$ cat src/rtl/lpl_pkg.sv
// constants for the low-power level and serial port lock configuration block
package lpl_pkg;

    // register addresses as seen by the serial port engine
    localparam logic [15:0] LPL_ADDR_LEVEL = 16'hEC00;
    localparam logic [15:0] LPL_ADDR_CFG2 = 16'hEC01;

    // level register fields and reset value
    localparam int LPL_THR_LSB = 0;
    localparam int LPL_THR_W = 3;
    localparam int LPL_LINE_LSB = 3;
    localparam int LPL_LINE_W = 5;
    localparam logic [7:0] LPL_LEVEL_RST = 8'h07;
    localparam int LPL_THR_DIV_SHIFT = 3;

    // second configuration register fields and reset value
    localparam int LPL_EXTREF_BIT = 0;
    localparam int LPL_LOCK_BIT = 1;
    localparam logic [7:0] LPL_CFG2_RST = 8'h00;
    localparam logic [7:0] LPL_CFG2_USED_MASK = 8'h03;

    // harmonic configuration register: phase selector position
    localparam int LPL_PHSEL_LSB = 8;
    localparam int LPL_PHSEL_W = 2;

    // phase selector codes
    typedef enum logic [1:0] {
        LPL_PH_A = 2'b00,
        LPL_PH_B = 2'b01,
        LPL_PH_C = 2'b10,
        LPL_PH_RSV = 2'b11
    } lpl_phase_e;

    // timing: one line-period unit is 1/50 s = 20 ms at a 25 ns clock
    localparam longint LPL_CLK_PERIOD_PS = 25000;
    localparam longint LPL_LINE_UNIT_PS = 64'd20_000_000_000;
    localparam int LPL_LINE_UNIT_CYC = int'(LPL_LINE_UNIT_PS / LPL_CLK_PERIOD_PS);

    // number of chip-select/aux toggles that switch to the spi port
    localparam int LPL_CS_TOGGLES = 3;

endpackage

$ cat src/rtl/lpl_cfg_top.sv
// low-power level, reference select and serial port lock configuration
// How it works
// - phase code 00/01/10 picks A/B/C
// - reserved phase code 11 acts as C
// - reserved register bits change nothing
// - threshold equals full scale times level/8
// - measurement period is (lines+1)/50 seconds
// - bit0 picks internal or external reference
// - unlocked, three pin toggles activate spi
// - i2c lock bit stops further spi switching
// - any cfg2 register write under spi locks port; level writes do not
// - lock survives every power mode change
`timescale 1ns/1ps
module lpl_cfg_top
    import lpl_pkg::*;
#(
    parameter int FS_W = 24,
    parameter logic [FS_W-1:0] FULL_SCALE = '1,
    parameter int LINE_UNIT_CYC = LPL_LINE_UNIT_CYC
)(
    input wire logic ref_clk_i,
    input wire logic rstn_i,
    input wire logic reg_wr_i,
    input wire logic reg_rd_i,
    input wire logic [15:0] reg_addr_i,
    input wire logic [7:0] reg_wdata_i,
    output logic [7:0] reg_rdata_o,
    output logic reg_rvalid_o,
    input wire logic [15:0] harmonic_cfg_i,
    input wire logic chip_select_aux_pin_i,
    input wire logic [1:0] power_mode_state_i,
    output logic [2:0] phase_ref_sel_o,
    output logic [FS_W-1:0] overcurrent_threshold_o,
    output logic measure_period_end_o,
    output logic external_reference_select_o,
    output logic spi_active_o,
    output logic port_locked_o
);

    if (FS_W < 4 || FS_W > 32 || LINE_UNIT_CYC < 2)
    begin : g_chk
        $error("lpl_cfg_top: parameter out of range");
    end

    logic [LPL_THR_W-1:0] overcurrent_threshold_eighths_r;
    logic [LPL_LINE_W-1:0] lowpower_line_periods_r;
    logic wr_level;
    logic wr_cfg2;
    logic spi_req;
    logic lock_nxt;
    logic [1:0] harmonic_timebase_phase_select;
    logic [31:0] unit_cnt_r;
    logic unit_tick_r;
    logic [LPL_LINE_W-1:0] line_cnt_r;
    logic [FS_W+LPL_THR_W-1:0] thr_prod;

    assign wr_level = reg_wr_i && (reg_addr_i == LPL_ADDR_LEVEL);
    assign wr_cfg2 = reg_wr_i && (reg_addr_i == LPL_ADDR_CFG2);

    // level register: threshold and line-period fields
    always_ff @(posedge ref_clk_i)
    begin
        if (!rstn_i)
        begin
            overcurrent_threshold_eighths_r <= LPL_LEVEL_RST[LPL_THR_LSB +: LPL_THR_W];
            lowpower_line_periods_r <= LPL_LEVEL_RST[LPL_LINE_LSB +: LPL_LINE_W];
        end
        else if (wr_level)
        begin
            overcurrent_threshold_eighths_r <= reg_wdata_i[LPL_THR_LSB +: LPL_THR_W];
            lowpower_line_periods_r <= reg_wdata_i[LPL_LINE_LSB +: LPL_LINE_W];
        end
    end

    always_ff @(posedge ref_clk_i)
    begin
        if (!rstn_i)
            external_reference_select_o <= LPL_CFG2_RST[LPL_EXTREF_BIT];
        else if (wr_cfg2)
            external_reference_select_o <= reg_wdata_i[LPL_EXTREF_BIT];
    end

    lpl_toggle_det #(
        .TOGGLES(LPL_CS_TOGGLES)
    ) u_toggle (
        .ref_clk_i(ref_clk_i),
        .rstn_i(rstn_i),
        .pin_i(chip_select_aux_pin_i),
        .enable_i(!port_locked_o && !spi_active_o),
        .spi_req_o(spi_req)
    );

    // i2c locks only by writing 1 to lock bit
    // under spi any cfg2 register write locks; level writes do not
    always_comb
    begin
        lock_nxt = port_locked_o;
        if (wr_cfg2 && (spi_active_o || reg_wdata_i[LPL_LOCK_BIT]))
            lock_nxt = 1'b1;
    end

    // power mode never touches lock or port choice
    always_ff @(posedge ref_clk_i)
    begin
        if (!rstn_i)
            port_locked_o <= LPL_CFG2_RST[LPL_LOCK_BIT];
        else
            port_locked_o <= lock_nxt;
    end

    // spi becomes active after the toggle count
    always_ff @(posedge ref_clk_i)
    begin
        if (!rstn_i)
            spi_active_o <= 1'b0;
        else if (spi_req && !lock_nxt)
            spi_active_o <= 1'b1;
    end

    // only bits 9:8 of the harmonic config are used
    assign harmonic_timebase_phase_select = harmonic_cfg_i[LPL_PHSEL_LSB +: LPL_PHSEL_W];

    always_ff @(posedge ref_clk_i)
    begin
        if (!rstn_i)
            phase_ref_sel_o <= 3'h1;
        else
        begin
            case (harmonic_timebase_phase_select)
                LPL_PH_A: phase_ref_sel_o <= 3'h1;
                LPL_PH_B: phase_ref_sel_o <= 3'h2;
                LPL_PH_C: phase_ref_sel_o <= 3'h4;
                // reserved code behaves as phase c
                LPL_PH_RSV: phase_ref_sel_o <= 3'h4;
                default: phase_ref_sel_o <= 3'h4;
            endcase
        end
    end

    // threshold = full scale * level / 8
    assign thr_prod = FULL_SCALE * overcurrent_threshold_eighths_r;

    always_ff @(posedge ref_clk_i)
    begin
        if (!rstn_i)
            overcurrent_threshold_o <= '0;
        else
            overcurrent_threshold_o <= thr_prod[LPL_THR_DIV_SHIFT +: FS_W];
    end

    // 20 ms unit tick divider, restarted by a level write
    always_ff @(posedge ref_clk_i)
    begin
        if (!rstn_i || wr_level)
        begin
            unit_cnt_r <= 32'h0;
            unit_tick_r <= 1'b0;
        end
        else if (unit_cnt_r == 32'(LINE_UNIT_CYC - 1))
        begin
            unit_cnt_r <= 32'h0;
            unit_tick_r <= 1'b1;
        end
        else
        begin
            unit_cnt_r <= unit_cnt_r + 32'h1;
            unit_tick_r <= 1'b0;
        end
    end

    always_ff @(posedge ref_clk_i)
    begin
        if (!rstn_i || wr_level)
        begin
            line_cnt_r <= '0;
            measure_period_end_o <= 1'b0;
        end
        else
        begin
            measure_period_end_o <= 1'b0;
            if (unit_tick_r)
            begin
                if (line_cnt_r == lowpower_line_periods_r)
                begin
                    line_cnt_r <= '0;
                    measure_period_end_o <= 1'b1;
                end
                else
                    line_cnt_r <= line_cnt_r + 1'b1;
            end
        end
    end

    // register read, reserved bits and unmapped addresses read zero
    always_ff @(posedge ref_clk_i)
    begin
        if (!rstn_i)
        begin
            reg_rdata_o <= 8'h00;
            reg_rvalid_o <= 1'b0;
        end
        else
        begin
            reg_rvalid_o <= reg_rd_i;
            if (reg_rd_i)
            begin
                case (reg_addr_i)
                    LPL_ADDR_LEVEL: reg_rdata_o <=
                        {lowpower_line_periods_r, overcurrent_threshold_eighths_r};
                    LPL_ADDR_CFG2: reg_rdata_o <=
                        {6'h00, port_locked_o, external_reference_select_o};
                    default: reg_rdata_o <= 8'h00;
                endcase
            end
        end
    end

    // checks
    logic [LPL_LINE_W:0] ticks_seen_r;

    always_ff @(posedge ref_clk_i)
    begin
        if (!rstn_i || wr_level || measure_period_end_o)
            ticks_seen_r <= '0;
        else if (unit_tick_r)
            ticks_seen_r <= ticks_seen_r + 1'b1;
    end

    phase_sel_a: assert property (@(posedge ref_clk_i) disable iff (!rstn_i)
        harmonic_timebase_phase_select == LPL_PH_B |=> phase_ref_sel_o == 3'h2)
        else $error("phase b not selected");

    rsv_phase_a: assert property (@(posedge ref_clk_i) disable iff (!rstn_i)
        harmonic_timebase_phase_select[1] |=> phase_ref_sel_o == 3'h4)
        else $error("codes 10 and 11 must select phase c");

    thr_value_a: assert property (@(posedge ref_clk_i) disable iff (!rstn_i)
        wr_level ##2 !$past(wr_level) |-> overcurrent_threshold_o ==
        FS_W'(({{LPL_THR_W{1'b0}}, FULL_SCALE} *
        $past(reg_wdata_i[LPL_THR_LSB +: LPL_THR_W], 2)) >> LPL_THR_DIV_SHIFT))
        else $error("threshold does not match level");

    period_len_a: assert property (@(posedge ref_clk_i) disable iff (!rstn_i)
        measure_period_end_o |-> $past(ticks_seen_r) == {1'b0, lowpower_line_periods_r})
        else $error("measurement period length wrong");

    ext_ref_a: assert property (@(posedge ref_clk_i) disable iff (!rstn_i)
        wr_cfg2 |=> external_reference_select_o == $past(reg_wdata_i[LPL_EXTREF_BIT]))
        else $error("reference select not updated");

    spi_switch_a: assert property (@(posedge ref_clk_i) disable iff (!rstn_i)
        spi_req && !lock_nxt |=> spi_active_o)
        else $error("spi not activated after toggles");

    i2c_lock_a: assert property (@(posedge ref_clk_i) disable iff (!rstn_i)
        wr_cfg2 && !spi_active_o && reg_wdata_i[LPL_LOCK_BIT] |=>
        port_locked_o ##1 (!spi_active_o)[*3])
        else $error("i2c lock failed to hold");

    spi_lock_a: assert property (@(posedge ref_clk_i) disable iff (!rstn_i)
        wr_cfg2 && spi_active_o |=> port_locked_o && spi_active_o)
        else $error("spi write did not lock port");

    lock_hold_a: assert property (@(posedge ref_clk_i) disable iff (!rstn_i)
        port_locked_o |=> port_locked_o && $stable(spi_active_o))
        else $error("locked port choice changed");

    rsv_read_a: assert property (@(posedge ref_clk_i) disable iff (!rstn_i)
        reg_rd_i && reg_addr_i == LPL_ADDR_CFG2 |=> reg_rdata_o[7:2] == 6'h00)
        else $error("reserved bits read nonzero");

    phase_a_a: assert property (@(posedge ref_clk_i) disable iff (!rstn_i)
        harmonic_timebase_phase_select == LPL_PH_A |=> phase_ref_sel_o == 3'h1)
        else $error("phase a not selected");

    cfg2_rsv_a: assert property (@(posedge ref_clk_i) disable iff (!rstn_i)
        wr_cfg2 && !spi_active_o && !reg_wdata_i[LPL_LOCK_BIT] |=>
        port_locked_o == $past(port_locked_o))
        else $error("reserved config bits changed the lock");

    unmapped_rd_a: assert property (@(posedge ref_clk_i) disable iff (!rstn_i)
        reg_rd_i && reg_addr_i != LPL_ADDR_LEVEL && reg_addr_i != LPL_ADDR_CFG2 |=>
        reg_rvalid_o && reg_rdata_o == 8'h00)
        else $error("unmapped read not zero");

    spi_cause_a: assert property (@(posedge ref_clk_i) disable iff (!rstn_i)
        $rose(spi_active_o) |-> $past(spi_req))
        else $error("spi active without toggle request");

    lock_no_spi_a: assert property (@(posedge ref_clk_i) disable iff (!rstn_i)
        port_locked_o && !spi_active_o |=> !spi_active_o)
        else $error("locked i2c port switched to spi");

    ext_hold_a: assert property (@(posedge ref_clk_i) disable iff (!rstn_i)
        !wr_cfg2 |=> $stable(external_reference_select_o))
        else $error("reference select changed without write");

endmodule

$ cat src/rtl/lpl_toggle_det.sv
// counts chip-select/aux pin toggles and requests the spi port
`timescale 1ns/1ps
module lpl_toggle_det
    import lpl_pkg::*;
#(
    parameter int TOGGLES = LPL_CS_TOGGLES
)(
    input wire logic ref_clk_i,
    input wire logic rstn_i,
    input wire logic pin_i,
    input wire logic enable_i,
    output logic spi_req_o
);

    if (TOGGLES < 1 || TOGGLES > 15)
    begin : g_chk
        $error("lpl_toggle_det: TOGGLES out of range");
    end

    logic pin_d_r;
    logic [3:0] cnt_r;
    logic fall;

    // a toggle is one high-to-low swing of the pin
    assign fall = pin_d_r & ~pin_i;

    always_ff @(posedge ref_clk_i)
    begin
        if (!rstn_i)
            pin_d_r <= 1'b1;
        else
            pin_d_r <= pin_i;
    end

    always_ff @(posedge ref_clk_i)
    begin
        if (!rstn_i)
        begin
            cnt_r <= 4'h0;
            spi_req_o <= 1'b0;
        end
        else
        begin
            spi_req_o <= 1'b0;
            if (!enable_i)
                cnt_r <= 4'h0;
            else if (fall)
            begin
                if (cnt_r == 4'(TOGGLES - 1))
                begin
                    cnt_r <= 4'h0;
                    spi_req_o <= 1'b1;
                end
                else
                    cnt_r <= cnt_r + 4'h1;
            end
        end
    end

endmodule

$ cat config.mk
export PLATFORM = sky130hd
export DESIGN_NAME = lpl_cfg_top
export DESIGN_NICKNAME = d
export VERILOG_FILES = /design/src/rtl/lpl_pkg.sv /design/src/rtl/lpl_cfg_top.sv /design/src/rtl/lpl_toggle_det.sv
export SDC_FILE = /design/constraint.sdc
export NUM_CORES = 1
export LEC_CHECK = 0
export BUFFER_PORTS_ARGS = -buffer_cell sky130_fd_sc_hd__buf_2
export CELL_PAD_IN_SITES_DETAIL_PLACEMENT = 0
export CELL_PAD_IN_SITES_GLOBAL_PLACEMENT = 2
export CORE_MARGIN = 4
export CORE_UTILIZATION = 36
export DETAILED_ROUTE_END_ITERATION = 16
export PLACE_DENSITY = 0.95
export SLEW_MARGIN = 20
export SYNTH_ARGS = -nofsm -noshare
export SYNTH_HDL_FRONTEND = slang
export SYNTH_HIERARCHICAL = 1
export SYNTH_SLANG_ARGS = --single-unit
$ cat constraint.sdc
create_clock -name ref_clk_i -period 4.97 [get_ports ref_clk_i]
set_input_delay 0.497 -clock ref_clk_i [delete_from_list [all_inputs] [get_ports ref_clk_i]]
set_output_delay 0.497 -clock ref_clk_i [all_outputs]
set_load 0.02 [all_outputs]
Word level (Yosys, flattened, before mapping)
Cells that the tools add are included.
{"block": "op_classes", "multipliers": 1, "reduce_logical": 17, "bitwise": 3, "n_mux": 8, "n_addsub": 3, "n_div": 0, "shift": 0, "n_eq_ne": 8, "order_cmp": 0}
{"cell": "32-bit by 1-bit adder with 32-bit output (second input constant)", "count": 1}
{"cell": "16-bit == test (second input constant)", "count": 2}
{"cell": "32-bit by 20-bit == test with 1-bit output (second input constant)", "count": 1}
{"cell": "24-bit by 3-bit multiplier with 27-bit output (first input constant)", "count": 1}
{"cell": "8-bit case mux with 2 select lines", "count": 1}
{"cell": "3-bit case mux with 3 select lines", "count": 1}
{"cell": "2-bit OR reduction", "count": 3}
{"cell": "5-bit by 1-bit adder with 5-bit output (second input constant)", "count": 1}
{"cell": "5-bit == test", "count": 1}
{"cell": "1-bit logical AND", "count": 5}
{"cell": "5-bit two-way mux", "count": 1}
{"cell": "4-bit by 1-bit adder with 4-bit output (second input constant)", "count": 1}
{"cell": "2-bit == test (second input constant)", "count": 2}
{"cell": "4-bit by 2-bit == test with 1-bit output (second input constant)", "count": 1}
{"cell": "1-bit logical NOT", "count": 4}
{"cell": "1-bit two-way mux", "count": 4}
{"cell": "4-bit two-way mux", "count": 1}
{"cell": "3-bit AND reduction", "count": 1}
{"cell": "2-bit by 1-bit == test with 1-bit output (second input constant)", "count": 1}
{"cell": "2-bit logical NOT", "count": 1}
{"cell": "1-bit logical OR", "count": 2}
{"cell": "1-bit NOT", "count": 2}
{"cell": "2-bit AND reduction", "count": 1}
{"cell": "1-bit bitwise AND", "count": 1}
{"block": "totals", "latchBits": 0, "romBits": 0, "n_memories": 0, "regBits": 92, "output_inout_bits": 40, "input_bits": 47, "ramBits": 0}

Longest topological paths before layout
{"block": "logic_depth", "word_depth": 6, "ltp_mapped": 10}

Modules after synthesis
Netlist, hierarchy kept.
{"mod": "lpl_cfg_top", "cells_each": 418, "n_inst": 1, "area_per_inst_um2": 3833.7}
{"mod": "lpl_toggle_det", "cells_each": 25, "n_inst": 1, "area_per_inst_um2": 245.2}

Worst setup path after synthesis
No wires, ideal clock.
{"block": "synth_path", "path_type": "register -> register", "from": "register overcurrent_threshold_eighths_r[0]", "to": "register overcurrent_threshold_o[15]", "required_time_ps": 4855, "t_arrival_ps": 2675, "slack_ps": 2180, "stages_incl_launch_ff": 11, "setup_time_ps": 115, "path_cell_list": "dfxtp_1 inv_1 fa_1 nor3_1 inv_1 fa_1 fa_1 inv_1 ha_1 o21ai_0 and3_1"}
{"block": "synth_via", "elab_chain_len": 1}
{"item": "start, declared", "line": "lpl_cfg_top.sv:45", "rtl": "logic [LPL_THR_W-1:0] overcurrent_threshold_eighths_r;"}
{"item": "start signal, assigned", "line": "lpl_cfg_top.sv:65", "rtl": "overcurrent_threshold_eighths_r <= LPL_LEVEL_RST[LPL_THR_LSB +: LPL_THR_W];"}
{"item": "start signal, assigned", "line": "lpl_cfg_top.sv:70", "rtl": "overcurrent_threshold_eighths_r <= reg_wdata_i[LPL_THR_LSB +: LPL_THR_W];"}
{"item": "24-bit by 3-bit multiplier with 27-bit output", "line": "lpl_cfg_top.sv:141", "rtl": "assign thr_prod = FULL_SCALE * overcurrent_threshold_eighths_r;"}
{"item": "end signal, assigned", "line": "lpl_cfg_top.sv:148", "rtl": "overcurrent_threshold_o <= thr_prod[LPL_THR_DIV_SHIFT +: FS_W];"}
{"item": "end, declared", "line": "lpl_cfg_top.sv:33", "rtl": "output logic [FS_W-1:0] overcurrent_threshold_o,"}
Every way passes these cells.
A chain may end at the register's enable or synchronous reset.

Worst setup path in the final report
Ends and elaborated chain as after synthesis.

==> impl_metrics.py <==
metrics = {
    "worst_setup_path": {
        "r2r-end": "overcurrent_threshold_o[15]$_SDFF_PN0_",
        "cpPeakStageDelay_ns": 0.63,
        "r2r_cells": 10,
        "path_cells": "inv_1, fa_1, nor3_1, inv_1, fa_1, fa_1, inv_1, ha_1, o21ai_0, and3_1",
        "cp-end-kind": "flip-flop",
        "start_kind": "flip-flop",
        "cp_slowest_cell": "fa_1",
        "r2r_start": "overcurrent_threshold_eighths_r[0]$_SDFFE_PN1P_",
        "crit_type": "reg -> reg",
        "required_ns": 5.19,
        "cp.arrival_ns": 3.29,
        "worstPathMaxFanout": 7,
        "regToRegSetupSlack_ns": 1.90,
    },
    "drt": {
        "wl_per_cell_um": 13.68,
        "remaining_drc_errors": 0,
        "ant_nets": 0,
        "drt_iter0_markers": 188,
        "dr_total_vias": 3376,
        "routed_via_density": 5.308,
        "drt_wl_total_um": 8702,
        "dr.pass1.iters": 4,
    },
    "sta": {
        "tightest_slew_ns": 0.9386,
        "fin_crit_sh": 0.6171,
        "setup_violations": 0,
        "hold_slack_ns": 0.3495,
        "final-hold-violation-count": 0,
        "postLayoutSetupSlackWorst_ns": 1.903,
        "rsz0062_at_grt": "false",
        "layout_min_cycle_time_ns": 3.067,
        "max_freq_mhz": 326.1,
        "max_slew_margin": 0.3696,
        "fin_skew_ns": 0.009233,
        "drv_slew": 0,
        "setup_tns_ns": 0,
    },
    "clock_tree": {
        "postCtsHoldBufs": 0,
        "cts_resized": 0,
        "post_cts_buffers": 0,
        "clock_path_buffers": 2,
        "cts_tree": "yes",
        "htreeDepth": 3,
        "numClockSinks": 81,
        "clockRootBuffer": "clkbuf_16",
        "clkTransAtPathRegs_ns": 0.06,
        "insertion_delay_ns": 0.33,
        "cts_inserted_buffers": 9,
    },
    "logic_synthesis": {
        "synth_edf_count": 0,
        "synthTopCellsByArea": "dfxtp_1, nand3_1, ha_1, xnor2_1, nor3_1",
        "syn_avg_cell_area_sq_um": 9.207,
        "synth-main-ff-cell": "dfxtp_1",
        "ys_types": 51,
        "netlist_instances": 443,
        "ys_warn_count": 6,
        "synth.largest_area_cell": "dfxtp_1",
        "ys_async_sr_fraction": 0,
        "yosysMostFrequentCell": "dfxtp_1",
        "yosysTopAreaCellShare": 0.3975,
        "syn-cell-area_sq_mm": 0.004079,
        "ys_seq_elements": 81,
        "synth_commonest_cells": "dfxtp_1, nand3_1, nor3_1, o21ai_0",
        "syn-num-nets": 508,
        "seq_area_frac_synth": 0.3975,
    },
    "placed_design": {
        "dpl.hpwl_um": 6255,
        "port_buffers": 70,
        "dp_slack_ns": 1.909,
        "gp_congestion": 0.7993,
    },
    "floorplanning": {
        "start_util": 0.3714,
        "die_y_um": 114.4,
        "core_area_sq_mm": 0.01098,
        "io_pins": 87,
        "rows": 38,
        "fp.dieArea_sq_mm": 0.01310,
        "die_x_um": 114.4,
    },
    "grt": {
        "grt_pass1_vias": 3342,
        "grt.met1_usage": 0.1692,
        "overflow": 0,
        "grt_pass1_wl_um": 15190,
        "globalRouteMet2Util": 0.2425,
        "grt.busiest_layer": "met2",
        "antenna_found_initial": 0,
        "track_usage": 0.1416,
        "grt_max_degree": 42,
        "use_met3": 0.04070,
    },
    "hold_path": {
        "hp-start": "harmonic_cfg_i[9]",
        "worstHoldEndpoint": "phase_ref_sel_o[1]$_SDFF_PN0_",
        "min_path_type": "in -> reg",
        "hold_depth": 2,
    },
    "run": {
        "maxCapViolCount": 0,
    },
    "cells_and_area": {
        "nets": 556,
        "areaGrowthSynthToFinish_pct": 16.35,
        "antenna_cells": 0,
        "layout-drive-gt1-share": 0.2036,
        "post-route-util": 0.4321,
    },
    "power_and_ir_drop": {
        "powerDensity_mw_per_mm2": 299.2,
        "leakagePower_nw": 1.809,
        "total_power_mw": 1.420,
        "peakVddDrop_mv": 0.2817,
    },
    "status": {
        "run_status": "completed",
    },
}
==> registers in the layout (all words and copies together) (netlist names) <==
signal and flops:
overcurrent_threshold_eighths_r 3, spi_active_o 1, unit_tick_r 1, line_cnt_r 5
u_toggle/pin_d_r 1, lowpower_line_periods_r 5, port_locked_o 1, reg_rdata_o 8
u_toggle/spi_req_o 1, external_reference_select_o 1, measure_period_end_o 1, phase_ref_sel_o 3
overcurrent_threshold_o 13, u_toggle/cnt_r 4, reg_rvalid_o 1, unit_cnt_r 32
==> per-layer routing <==
metal,vias to the layer above,wire length [um],part of all wire
li1,1708,-,-
met1,1589,3909,0.45
met2,68,4246,0.49
met3,11,431,0.050
met4,0,115,0.013
met5,-,0,0
==> power breakdown <==
group          switching (mW)  internal, mW
sequential            0.00672         0.660
clock                   0.249         0.430
combinational          0.0447        0.0290
total                   0.301          1.12
==> cell type report <==
type	count	area [sq um]
Timing Repair Buffer	73	372.9
Multi-Input combinational cell	311	2211
Clock buffer	14	274.0
Clock inverter	2	35.03
Sequential cell	81	1622
Fill cell	1070	6237
Tap cell	140	175.2
Inverter	15	56.30
==> cell families (layout without fill, tap and decap cells) <==
logic type | Yosys count | after routing | synth area share
flops | 81 | 81 | 0.3975
simple gates | 183 | 183 | 0.2764
compound gates | 85 | 85 | 0.1423
buf+inv | 51 | 104 | 0.06349
fa+ha+maj | 18 | 18 | 0.06626
mux | 1 | 1 | 0.002454
xor+xnor | 24 | 24 | 0.05153
==> how the worst max path moves through the flow <==
stage | startpoint | to | slack, ns | depth (start not counted)
2_1_floorplan | overcurrent_threshold_eighths_r[0]$_SDFFE_PN1P_ | overcurrent_threshold_o[15]$_SDFF_PN0_ | 2.18 | 10
3_3_place_gp | overcurrent_threshold_eighths_r[0]$_SDFFE_PN1P_ | overcurrent_threshold_o[15]$_SDFF_PN0_ | 1.97 | 10
3_5_place_dp | overcurrent_threshold_eighths_r[0]$_SDFFE_PN1P_ | overcurrent_threshold_o[15]$_SDFF_PN0_ | 1.91 | 10
4_1_cts | overcurrent_threshold_eighths_r[0]$_SDFFE_PN1P_ | overcurrent_threshold_o[15]$_SDFF_PN0_ | 1.90 | 10
5_1_grt | overcurrent_threshold_eighths_r[0]$_SDFFE_PN1P_ | overcurrent_threshold_o[23]$_SDFF_PN0_ | 1.68 | 10
6_report | overcurrent_threshold_eighths_r[0]$_SDFFE_PN1P_ | overcurrent_threshold_o[15]$_SDFF_PN0_ | 1.90 | 10
==> critical path: cells and delay by family (launching register included) <==
kind | cells | cell delay (ns)
flops | 1 | 0.41
simple gates | 2 | 0.46
buf+inv | 3 | 0.30
fa+ha+maj | 4 | 1.70
compound gates | 1 | 0.08
==> layout by cell type, fill, tap and decap left out, types with 2 or more instances in the layout <==
master	n
nand3_1	32
clkbuf_1	2
a21oi_1	7
and3_1	8
clkbuf_8	3
a31oi_1	3
a21boi_0	14
buf_2	70
inv_1	15
xnor2_1	17
o211a_1	3
o31ai_1	10
nand2_1	18
and2_1	5
or3_1	14
xor2_1	7
a211oi_2	4
buf_4	3
fa_1	6
nor2_1	8
nor3_1	25
or4bb_1	3
nor3b_1	2
nand2b_1	9
o21ai_0	25
nand4bb_1	2
dfxtp_1	81
or4_4	3
nor4_1	7
ha_1	12
nor2b_1	7
a211oi_1	12
and4_1	3
clkbuf_16	9
nand4_1	12
or4_1	15
o21a_1	2
==> stage by stage <==
step / cell area (sq um) / std cells
floorplan: 4079 / 443
global placement: 4437 / 620
detailed placement: 4437 / 620
CTS: 4746 / 636
global route: 4746 / 636
finish: 4746 / 636
Note: power is estimated with default switching activity, not from simulation.
